**src/logic/cslp_params.svh**
```systemverilog
// Constants for the core sleep and wakeup controller
`ifndef CSLP_PARAMS_SVH
`define CSLP_PARAMS_SVH
`define CSLP_PRIO_W 8
`define CSLP_EVENT_RST 1'b0
`define CSLP_PC_W 32
`define CSLP_PC_STEP 32'h0000_0002
`endif

```
**src/logic/cslp_pkg.sv**
```systemverilog
// Types for the core sleep and wakeup controller
`include "cslp_params.svh"
package cslp_pkg;
   // Sleep level chosen on entry
   typedef enum logic {CSLP_LVL_LIGHT, CSLP_LVL_DEEP} cslp_level_t;
   // Mechanism that put the core to sleep
   typedef enum logic [1:0] {CSLP_CAUSE_NONE, CSLP_CAUSE_WFI, CSLP_CAUSE_WFE, CSLP_CAUSE_EXIT} cslp_cause_t;
   // Exception report from the interrupt controller
   typedef struct packed {
      logic pend_valid;
      logic enabled;
      logic [`CSLP_PRIO_W-1:0] prio;
      logic new_pend;
   } cslp_exc_t;
   // Mask and control bits of the core
   typedef struct packed {
      logic sleep_after_handler_bit;
      logic pending_raises_event_bit;
      logic deep_sleep_select_bit;
      logic interrupt_mask_bit;
      logic fault_mask_bit;
   } cslp_ctrl_t;
endpackage : cslp_pkg

```
**src/logic/cslp_ctrl.sv**
```systemverilog
// Sleep entry and wakeup control for a processor core
`timescale 1ns/10ps
`default_nettype none
`include "cslp_params.svh"
module cslp_ctrl #(
   parameter int PRIO_W = `CSLP_PRIO_W,
   parameter int PC_W = `CSLP_PC_W
) (
   // Clock and reset
   input wire logic sys_clk_in,
   input wire logic rst_in,
   // Instruction side strobes
   input wire logic wfi_exec_in,
   input wire logic wfe_exec_in,
   input wire logic send_event_in,
   input wire logic handler_return_in,
   input wire logic [PC_W-1:0] wait_pc_in,
   // Control and mask bits
   input wire cslp_pkg::cslp_ctrl_t ctrl_in,
   // Exception report
   input wire cslp_pkg::cslp_exc_t exc_in,
   input wire logic [PRIO_W-1:0] cur_prio_in,
   // Status outputs
   output logic sleeping_out,
   output cslp_pkg::cslp_level_t level_out,
   output logic event_latch_out,
   output logic take_exception_out,
   output logic resume_valid_out,
   output logic [PC_W-1:0] resume_pc_out,
   output logic thread_mode_out
);
   // Widths the logic can serve; the report struct fixes the priority width
   if (PRIO_W < 1 || PRIO_W != `CSLP_PRIO_W || PC_W < 2) begin : g_bad_width
      $error("cslp_ctrl: unsupported width");
   end

   typedef enum logic [1:0] {ST_RUN, ST_SLEEP} cslp_state_t;
   cslp_state_t state_reg;
   cslp_pkg::cslp_cause_t cause_reg;
   logic event_reg;
   logic [PC_W-1:0] pc_reg;
   logic higher_prio;
   logic enterable;
   logic wake_exc;
   logic wake_evt;
   logic wake;
   logic masked_wake;

   // Wake qualification from the exception report
   assign higher_prio = exc_in.pend_valid && exc_in.enabled && (exc_in.prio < cur_prio_in);
   assign enterable = higher_prio && !ctrl_in.interrupt_mask_bit && !ctrl_in.fault_mask_bit;
   assign masked_wake = higher_prio && ctrl_in.interrupt_mask_bit && !ctrl_in.fault_mask_bit;
   assign wake_exc = enterable || masked_wake;
   assign wake_evt = (cause_reg == cslp_pkg::CSLP_CAUSE_WFE) && (event_reg || send_event_in
      || (ctrl_in.pending_raises_event_bit && exc_in.new_pend));
   assign wake = (state_reg == ST_SLEEP) && (wake_exc || wake_evt);

   // Sleep state machine
   always_ff @(posedge sys_clk_in or posedge rst_in) begin
      if (rst_in) begin
         state_reg <= ST_RUN;
         cause_reg <= cslp_pkg::CSLP_CAUSE_NONE;
      end else begin
         case (state_reg)
            ST_RUN: begin
               if (wfi_exec_in) begin
                  state_reg <= ST_SLEEP;
                  cause_reg <= cslp_pkg::CSLP_CAUSE_WFI;
               end else if (wfe_exec_in && !event_reg) begin
                  state_reg <= ST_SLEEP;
                  cause_reg <= cslp_pkg::CSLP_CAUSE_WFE;
               end else if (handler_return_in && ctrl_in.sleep_after_handler_bit) begin
                  state_reg <= ST_SLEEP;
                  cause_reg <= cslp_pkg::CSLP_CAUSE_EXIT;
               end
            end
            ST_SLEEP: begin
               if (wake) begin
                  state_reg <= ST_RUN;
                  cause_reg <= cslp_pkg::CSLP_CAUSE_NONE;
               end
            end
            default: begin
               state_reg <= ST_RUN;
               cause_reg <= cslp_pkg::CSLP_CAUSE_NONE;
            end
         endcase
      end
   end

   // One-bit event latch; a set wins over the clear
   always_ff @(posedge sys_clk_in or posedge rst_in) begin
      if (rst_in) begin
         event_reg <= `CSLP_EVENT_RST;
      end else if (send_event_in || (ctrl_in.pending_raises_event_bit && exc_in.new_pend)) begin
         event_reg <= 1'b1;
      end else if (state_reg == ST_RUN && wfe_exec_in && !wfi_exec_in) begin
         event_reg <= 1'b0;
      end else if (wake && cause_reg == cslp_pkg::CSLP_CAUSE_WFE) begin
         event_reg <= 1'b0;
      end
   end

   // Resume address capture
   always_ff @(posedge sys_clk_in or posedge rst_in) begin
      if (rst_in) begin
         pc_reg <= '0;
      end else if (state_reg == ST_RUN && (wfi_exec_in || wfe_exec_in)) begin
         pc_reg <= wait_pc_in + PC_W'(`CSLP_PC_STEP);
      end
   end

   // Registered outputs
   always_ff @(posedge sys_clk_in or posedge rst_in) begin
      if (rst_in) begin
         sleeping_out <= 1'b0;
         level_out <= cslp_pkg::CSLP_LVL_LIGHT;
         event_latch_out <= 1'b0;
         take_exception_out <= 1'b0;
         resume_valid_out <= 1'b0;
         resume_pc_out <= '0;
         thread_mode_out <= 1'b1;
      end else begin
         sleeping_out <= (state_reg == ST_SLEEP) && !wake;
         if (state_reg == ST_RUN) begin
            level_out <= ctrl_in.deep_sleep_select_bit ? cslp_pkg::CSLP_LVL_DEEP
               : cslp_pkg::CSLP_LVL_LIGHT;
         end
         event_latch_out <= event_reg;
         take_exception_out <= wake && enterable;
         resume_valid_out <= wake && !enterable && cause_reg != cslp_pkg::CSLP_CAUSE_EXIT;
         resume_pc_out <= pc_reg;
         if (handler_return_in) begin
            thread_mode_out <= 1'b1;
         end else if (wake && enterable) begin
            thread_mode_out <= 1'b0;
         end
      end
   end

   // Checks
   chk_wfi_sleeps: assert property (@(posedge sys_clk_in) disable iff (rst_in)
      state_reg == ST_RUN && wfi_exec_in |=> state_reg == ST_SLEEP)
      else $error("wait-interrupt did not sleep");
   chk_wfe_latch_set: assert property (@(posedge sys_clk_in) disable iff (rst_in)
      state_reg == ST_RUN && wfe_exec_in && !wfi_exec_in && event_reg && !send_event_in
      && !(ctrl_in.pending_raises_event_bit && exc_in.new_pend) && !handler_return_in
      |=> state_reg == ST_RUN && !event_reg)
      else $error("wait-event with latch set misbehaved");
   chk_exit_sleeps: assert property (@(posedge sys_clk_in) disable iff (rst_in)
      state_reg == ST_RUN && handler_return_in && ctrl_in.sleep_after_handler_bit
      |=> state_reg == ST_SLEEP && thread_mode_out)
      else $error("handler exit did not sleep");
   chk_wfi_wake_cause: assert property (@(posedge sys_clk_in) disable iff (rst_in)
      state_reg == ST_SLEEP && cause_reg != cslp_pkg::CSLP_CAUSE_WFE && !wake_exc
      |=> state_reg == ST_SLEEP)
      else $error("woke without exception");
   chk_masked_wake: assert property (@(posedge sys_clk_in) disable iff (rst_in)
      state_reg == ST_SLEEP && masked_wake |=> state_reg == ST_RUN && !take_exception_out)
      else $error("masked wake wrong");
   chk_wfe_exc_wake: assert property (@(posedge sys_clk_in) disable iff (rst_in)
      state_reg == ST_SLEEP && cause_reg == cslp_pkg::CSLP_CAUSE_WFE && enterable
      |=> state_reg == ST_RUN ##1 !sleeping_out)
      else $error("wait-event missed exception");
   chk_pend_event: assert property (@(posedge sys_clk_in) disable iff (rst_in)
      ctrl_in.pending_raises_event_bit && exc_in.new_pend && state_reg == ST_SLEEP
      && cause_reg == cslp_pkg::CSLP_CAUSE_WFE |=> state_reg == ST_RUN)
      else $error("new pending did not wake");
   chk_level_sel: assert property (@(posedge sys_clk_in) disable iff (rst_in)
      state_reg == ST_RUN ##1 state_reg == ST_SLEEP
      |-> level_out == ($past(ctrl_in.deep_sleep_select_bit) ? cslp_pkg::CSLP_LVL_DEEP
      : cslp_pkg::CSLP_LVL_LIGHT))
      else $error("sleep level wrong");
   chk_resume_pc: assert property (@(posedge sys_clk_in) disable iff (rst_in)
      resume_valid_out |-> resume_pc_out == pc_reg)
      else $error("resume address wrong");
   // Fault mask set keeps a wait-interrupt or handler-exit sleep asleep
   chk_fault_blocks: assert property (@(posedge sys_clk_in) disable iff (rst_in)
      state_reg == ST_SLEEP && cause_reg != cslp_pkg::CSLP_CAUSE_WFE && ctrl_in.fault_mask_bit
      |=> state_reg == ST_SLEEP)
      else $error("woke with fault mask set");
   // Handler held off while the interrupt mask is set
   chk_handler_held: assert property (@(posedge sys_clk_in) disable iff (rst_in)
      take_exception_out |-> !$past(ctrl_in.interrupt_mask_bit))
      else $error("handler entered while masked");
   // Entry leaves thread mode, unless a handler return arrives in the same cycle
   chk_entry_mode: assert property (@(posedge sys_clk_in) disable iff (rst_in)
      take_exception_out |-> !thread_mode_out)
      else $error("entry stayed in thread mode");
   cov_wfi: cover property (@(posedge sys_clk_in) disable iff (rst_in)
      cause_reg == cslp_pkg::CSLP_CAUSE_WFI && wake);
   cov_wfe_pend: cover property (@(posedge sys_clk_in) disable iff (rst_in)
      cause_reg == cslp_pkg::CSLP_CAUSE_WFE && exc_in.new_pend && wake);
   cov_exit: cover property (@(posedge sys_clk_in) disable iff (rst_in)
      cause_reg == cslp_pkg::CSLP_CAUSE_EXIT && wake);
   cov_masked: cover property (@(posedge sys_clk_in) disable iff (rst_in) wake && masked_wake);
endmodule : cslp_ctrl
`default_nettype wire

```
**config.mk**
```make
export PLATFORM = sky130hd
export DESIGN_NAME = cslp_ctrl
export DESIGN_NICKNAME = d
export VERILOG_FILES = /design/src/logic/cslp_pkg.sv /design/src/logic/cslp_ctrl.sv
export VERILOG_INCLUDE_DIRS = /design/src /design/src/logic
export SDC_FILE = /design/constraint.sdc
export NUM_CORES = 1
export LEC_CHECK = 0
export ABC_AREA = 1
export BUFFER_PORTS_ARGS = -buffer_cell sky130_fd_sc_hd__buf_2
export CAP_MARGIN = 20
export CORE_MARGIN = 8
export CORE_UTILIZATION = 55
export CTS_CLUSTER_DIAMETER = 100
export CTS_CLUSTER_SIZE = 40
export DETAILED_ROUTE_END_ITERATION = 10
export MAX_ROUTING_LAYER = met4
export PLACE_DENSITY = 0.92
export SLEW_MARGIN = 15
export SYNTH_ARGS = -nofsm -noshare
export SYNTH_HDL_FRONTEND = slang
export SYNTH_SLANG_ARGS = --single-unit
```
**constraint.sdc**
```tcl
create_clock -name sys_clk_in -period 6.2 [get_ports sys_clk_in]
set_input_delay 1.24 -clock sys_clk_in [delete_from_list [all_inputs] [get_ports sys_clk_in]]
set_output_delay 1.24 -clock sys_clk_in [all_outputs]
set_load 0.03 [all_outputs]
```
After elaboration in Yosys (flattened, before gate mapping)
Index checks and enable logic that the tools add are counted.

$add $sub $neg: 1. $mul: 0. Div/mod/pow operators: 0. $lt $le $gt $ge: 1. Eq/ne operators: 5. Shift-type cells: 0. Multiplexer cells: 15. Bitwise operators: 0. Reductions and logical operators: 35.

Operator list (number): $add A32 B2 Y32 const B (1); $logic_and A1 B1 Y1 (19); $mux W2 (7); $lt A8 B8 Y1 (1); $pmux W2 S2 (2); $logic_not A1 Y1 (6); $logic_or A1 B1 Y1 (6); $mux W1 (6); $ne A2 B2 Y1 const B (2); $ne A4 B4 Y1 const B (1); $reduce_bool A3 Y1 (1); $eq A2 B1 Y1 const B (1); $eq A2 B2 Y1 const B (1); $logic_not A2 Y1 (1); $reduce_and A2 Y1 (1); $reduce_bool A2 Y1 (1).

Register bits after elaboration: 75. Bits in latches: 0. Bits in writable memories: 0. ROM bits: 0. Input port bits: 62. Output and inout bits: 38. Word-level logic and storage cells: 68. Memories: 0.

Longest topological paths before layout
Word-level depth: 11. Depth in mapped cells: 12.

Least setup slack after synthesis
No wires, ideal clock.

Path type: input to register. Start point: in wait_pc_in[1]. End point: reg pc_reg[17]. Library setup time: 135 ps. Arrival: 2173 ps. Data required time: 6065 ps. Setup slack: 3892 ps. Cell stages on the path: 8. Buffers on the path: 0. Cells stage by stage: ha_1 -> nand2_1 -> nor2_2 -> nand3_2 -> nor2_4 -> inv_1 -> o21ai_0 -> a31oi_1.

Cells in the longest elaborated chain, start to end: 1.

Ends and longest elaborated chain: start: declaration (line cslp_ctrl.sv:17) `input wire logic [PC_W-1:0] wait_pc_in,`; $add A32 B2 Y32 (line cslp_ctrl.sv:109) `` pc_reg <= wait_pc_in + PC_W'(`CSLP_PC_STEP); ``; end signal: assignment (line cslp_ctrl.sv:109); end: declaration (line cslp_ctrl.sv:41) `logic [PC_W-1:0] pc_reg;`.

No other way between the ends. A chain may end at the register's enable or synchronous reset.

Final worst setup path
Start point: in wfi_exec_in. End point: reg pc_reg[3].

Cells in the longest elaborated chain, start to end: 2.

Ends and longest elaborated chain: start: declaration (line cslp_ctrl.sv:13) `input wire logic wfi_exec_in,`; $logic_or A1 B1 Y1 (line cslp_ctrl.sv:108) `end else if (state_reg == ST_RUN && (wfi_exec_in || wfe_exec_in)) begin`; $logic_and A1 B1 Y1 (line cslp_ctrl.sv:108).

No other way between the ends.

==> flow_summary.rst <==
.. list-table::
   :header-rows: 1

   * - Metric
     - Value
   * - Status
     - finished clean
   * - I/O pin count
     - 100
   * - Clock input transition at the sequential cells of the worst setup and hold paths
     - about 0.070 ns
   * - Wire length per cell
     - 14.3 um
   * - Number of flops mapped to enable cells by yosys
     - 0
   * - Maximum fanout along the worst path
     - 36
   * - Pin count of the biggest net entering global routing
     - 75
   * - Number of DRC violations after detailed-routing iteration 0
     - around 160
   * - Mapped Avg Cell Area
     - about 8.4 um^2
   * - Antenna diode count
     - 0
   * - Relative max-transition margin
     - approximately two fifths
   * - Antenna viol nets, final
     - 0
   * - Number of vias in the routed layout
     - around 3100
   * - Ranking of synthesized cells by instance count
     - nand2_1 (133), dfrtp_1 (73), inv_1 (56)
   * - Resize count post-CTS
     - 0
   * - GRT Overall Usage
     - 20.3%
   * - Crit-path cells
     - buf_2 -> inv_1 -> a21oi_4 -> buf_4 -> inv_1 -> o31ai_1
   * - Count of TritonRoute iterations in the first routing pass
     - 5
   * - Period utilisation layout
     - between 30% and 40%
   * - Highest achievable clock rate
     - between 0.4 and 0.5 GHz
   * - Starting utilization of the core area
     - between 50 and 60%
   * - Count of maximum capacitance violations
     - 0
   * - Post-CTS Hold Buffers
     - 0
   * - DIE HEIGHT
     - roughly 96 um
   * - Footprint of the multi-input gates
     - 1430 um^2
   * - DIE AREA
     - 9220 um^2
   * - Synth-to-layout area growth
     - 21.9%
   * - Maximum single-stage delay on the critical path
     - roughly 0.46 ns
   * - Peak supply drop
     - ~0.34 mV
   * - Overall power after layout
     - between 1.5 and 2 mW
   * - Share of async-settable or async-resettable flops after synthesis
     - 100%
   * - Remaining global-route overflow
     - 0
   * - Post-layout minimum cycle time
     - around 2.5 ns
   * - Count of state elements after synthesis
     - 74
   * - Post-Syn Instances
     - 420
   * - Synthesis warning total
     - 0
   * - Routability congestion estimate from global placement
     - 0.898
   * - Total of endpoints with negative setup slack in the final report
     - 0
   * - Library cell with the highest instance count after synthesis
     - nand2_1
   * - Post-Route Setup TNS
     - 0 ns
   * - Max Slew Vio Count
     - 0
   * - First-pass GRT wire length
     - 14.1 mm
   * - Leakage power total
     - 2.27 nW
   * - Post-detailed-placement half-perimeter wirelength
     - between 6 and 7 mm
   * - Sequential cell area fraction in the yosys report
     - 52.6%
   * - Clock net sink count
     - 74
   * - Top cell family by delay on the critical path
     - buffers and inverters
   * - Hold violation total from the final report
     - 0
   * - Die outline width
     - slightly below 100 um
   * - Area share of the largest cell type after synthesis
     - about half
   * - Antenna violations before repair
     - 0
   * - Finished Cell Area
     - ~4300 um^2
   * - Number of distinct library cells after synthesis
     - 32
   * - Number of buffers added on ports
     - 99
   * - Slowest cell on the critical path
     - inv_1
   * - TritonCTS clock tree
     - yes
   * - Endpoint kind of the worst setup timing path
     - flip-flop
   * - Clock Skew
     - about 0.0055 ns
   * - Number of levels the H-tree was split into
     - 3
   * - Primary flip-flop cell chosen by synthesis mapping
     - dfrtp_1
   * - Vias in the first global route
     - approximately 3100
   * - Hold Crit Class
     - reg -> reg
   * - Top cells by area, synth
     - dfrtp_1 (52%), nand2_1 (14%), inv_1 (6.0%)
   * - CP arrival
     - approximately 2.7 ns
   * - Startpoint type of the worst setup path
     - input port
   * - Combined flip-flop and latch cell area
     - around 1900 um^2
   * - Setup repair after global routing missed its margin
     - no
   * - Setup CP Type
     - in -> reg
   * - Post-route DRC
     - 0
   * - Nets
     - a little under 600
   * - Vias/cell
     - about 5.1
   * - Total placed instance area
     - approximately 4000 um^2
   * - Actual slew at the worst max-slew pin
     - between 0.8 and 0.9 ns
   * - Cell row count
     - 29
   * - Summed instance area of the synthesized netlist
     - 3520 um^2
   * - Total wire length after detailed routing
     - between 8 and 9 mm
   * - Worst path bufs/invs
     - 4
   * - Ratio of total power to cell area
     - roughly 420 nW/um^2
   * - CTS Root Cell
     - clkbuf_8
   * - CTS Buffer Depth
     - 2
   * - Number of buffers created by CTS
     - 9
   * - Share of layout cells above drive strength 1
     - 26.0%
   * - Count of fill cells added during filler insertion
     - 498
   * - Post-CTS Repair Setup Buffers
     - 0
   * - CP dominant cell by count
     - inv_1
   * - Core footprint
     - 6280 um^2
   * - Cell taking the most area after synthesis
     - dfrtp_1
   * - Net count after synthesis
     - about 500
   * - Worst EP required
     - between 6 and 7 ns
   * - Source-to-sink clock delay at the later pin of the worst-skew pair
     - roughly 0.34 ns
[report_power, final]
part	switching [mW]	internal [mW]	total (mW)
clock	0.163	0.208	0.371
sequential	0.0965	0.700	0.796
combinational	0.443	0.179	0.622
total	0.702	1.09	1.79
[final timing paths]
kind	from	endpoint	slack (ns)	depth (start not counted)
worst min register to register	pc_reg[21]	resume_pc_out[21]	0.37	0
worst max-delay path	wfi_exec_in	pc_reg[3]	3.72	6
worst max register to register	state_reg[0]	pc_reg[3]	4.30	4
max in group asynchronous	rst_in	pc_reg[1]	4.46	3
min in group asynchronous	rst_in	resume_pc_out[28]	1.17	3
worst min-delay path	pc_reg[21]	resume_pc_out[21]	0.37	0
[through the flow]
step	utilization [%]	worst slack [ns]	instances	hold WS, ns
2_1_floorplan	-	3.08	420	0.354
3_3_place_gp	65.3	3.49	591	0.360
3_5_place_dp	65.3	3.38	591	0.364
4_1_cts	68.4	3.73	607	0.377
5_1_grt	68.4	3.62	607	0.385
6_report	68.4	3.72	607	0.373
[cells by family (layout without fill, tap and decap cells)]
group / after synthesis / after routing / share of synthesized area [%]
compound gates: 35 / 35 / 6.18
xor+xnor: 10 / 10 / 2.49
fa+ha+maj: 8 / 8 / 2.84
buf+inv: 63 / 173 / 6.89
flops: 74 / 74 / 52.6
simple gates: 230 / 230 / 29.0
[per-layer routing]
layer	share of wire (%)	global-route usage, %	vias to the layer above
met4	1.7	7.30	0
li1	-	-	1534
met1	43	24.3	1447
met2	49	32.7	110
met5	0	-	-
met3	6.3	4.76	16
[worst register-to-register path: cells and delay by family (launching register included)]
family	cells	cell delay [ns]
AOI/OAI and AO/OA	2	0.49
buffers and inverters	2	0.83
DFF	1	0.48
[cell usage in the layout, fill, tap and decap left out, types with 2 or more instances in the layout]
cell,count
nand2_1,133
buf_2,99
dfrtp_1,73
inv_1,55
nor2_1,40
nand3_1,16
o21ai_0,13
a31oi_1,12
clkbuf_8,11
nor3_1,10
xor2_1,9
ha_1,8
nand4_1,6
nor2_2,6
nand2_2,4
nor3_2,4
nor2_4,3
nand3b_1,3
clkbuf_1,3
a21oi_1,2
nand3_2,2
a21boi_0,2
buf_4,2
[layout make-up]
| cell class | count | share of cell area [%] |
|---|---|---|
| Clock inverter | 2 | 0.816 |
| Inverter | 56 | 4.89 |
| Clock buffer | 14 | 3.79 |
| Tap cell | 77 | 2.24 |
| Multi-Input combinational cell | 283 | 33.2 |
| Timing Repair Buffer | 101 | 11.9 |
| Sequential cell | 74 | 43.1 |
Power figures use the tool's default switching activity.
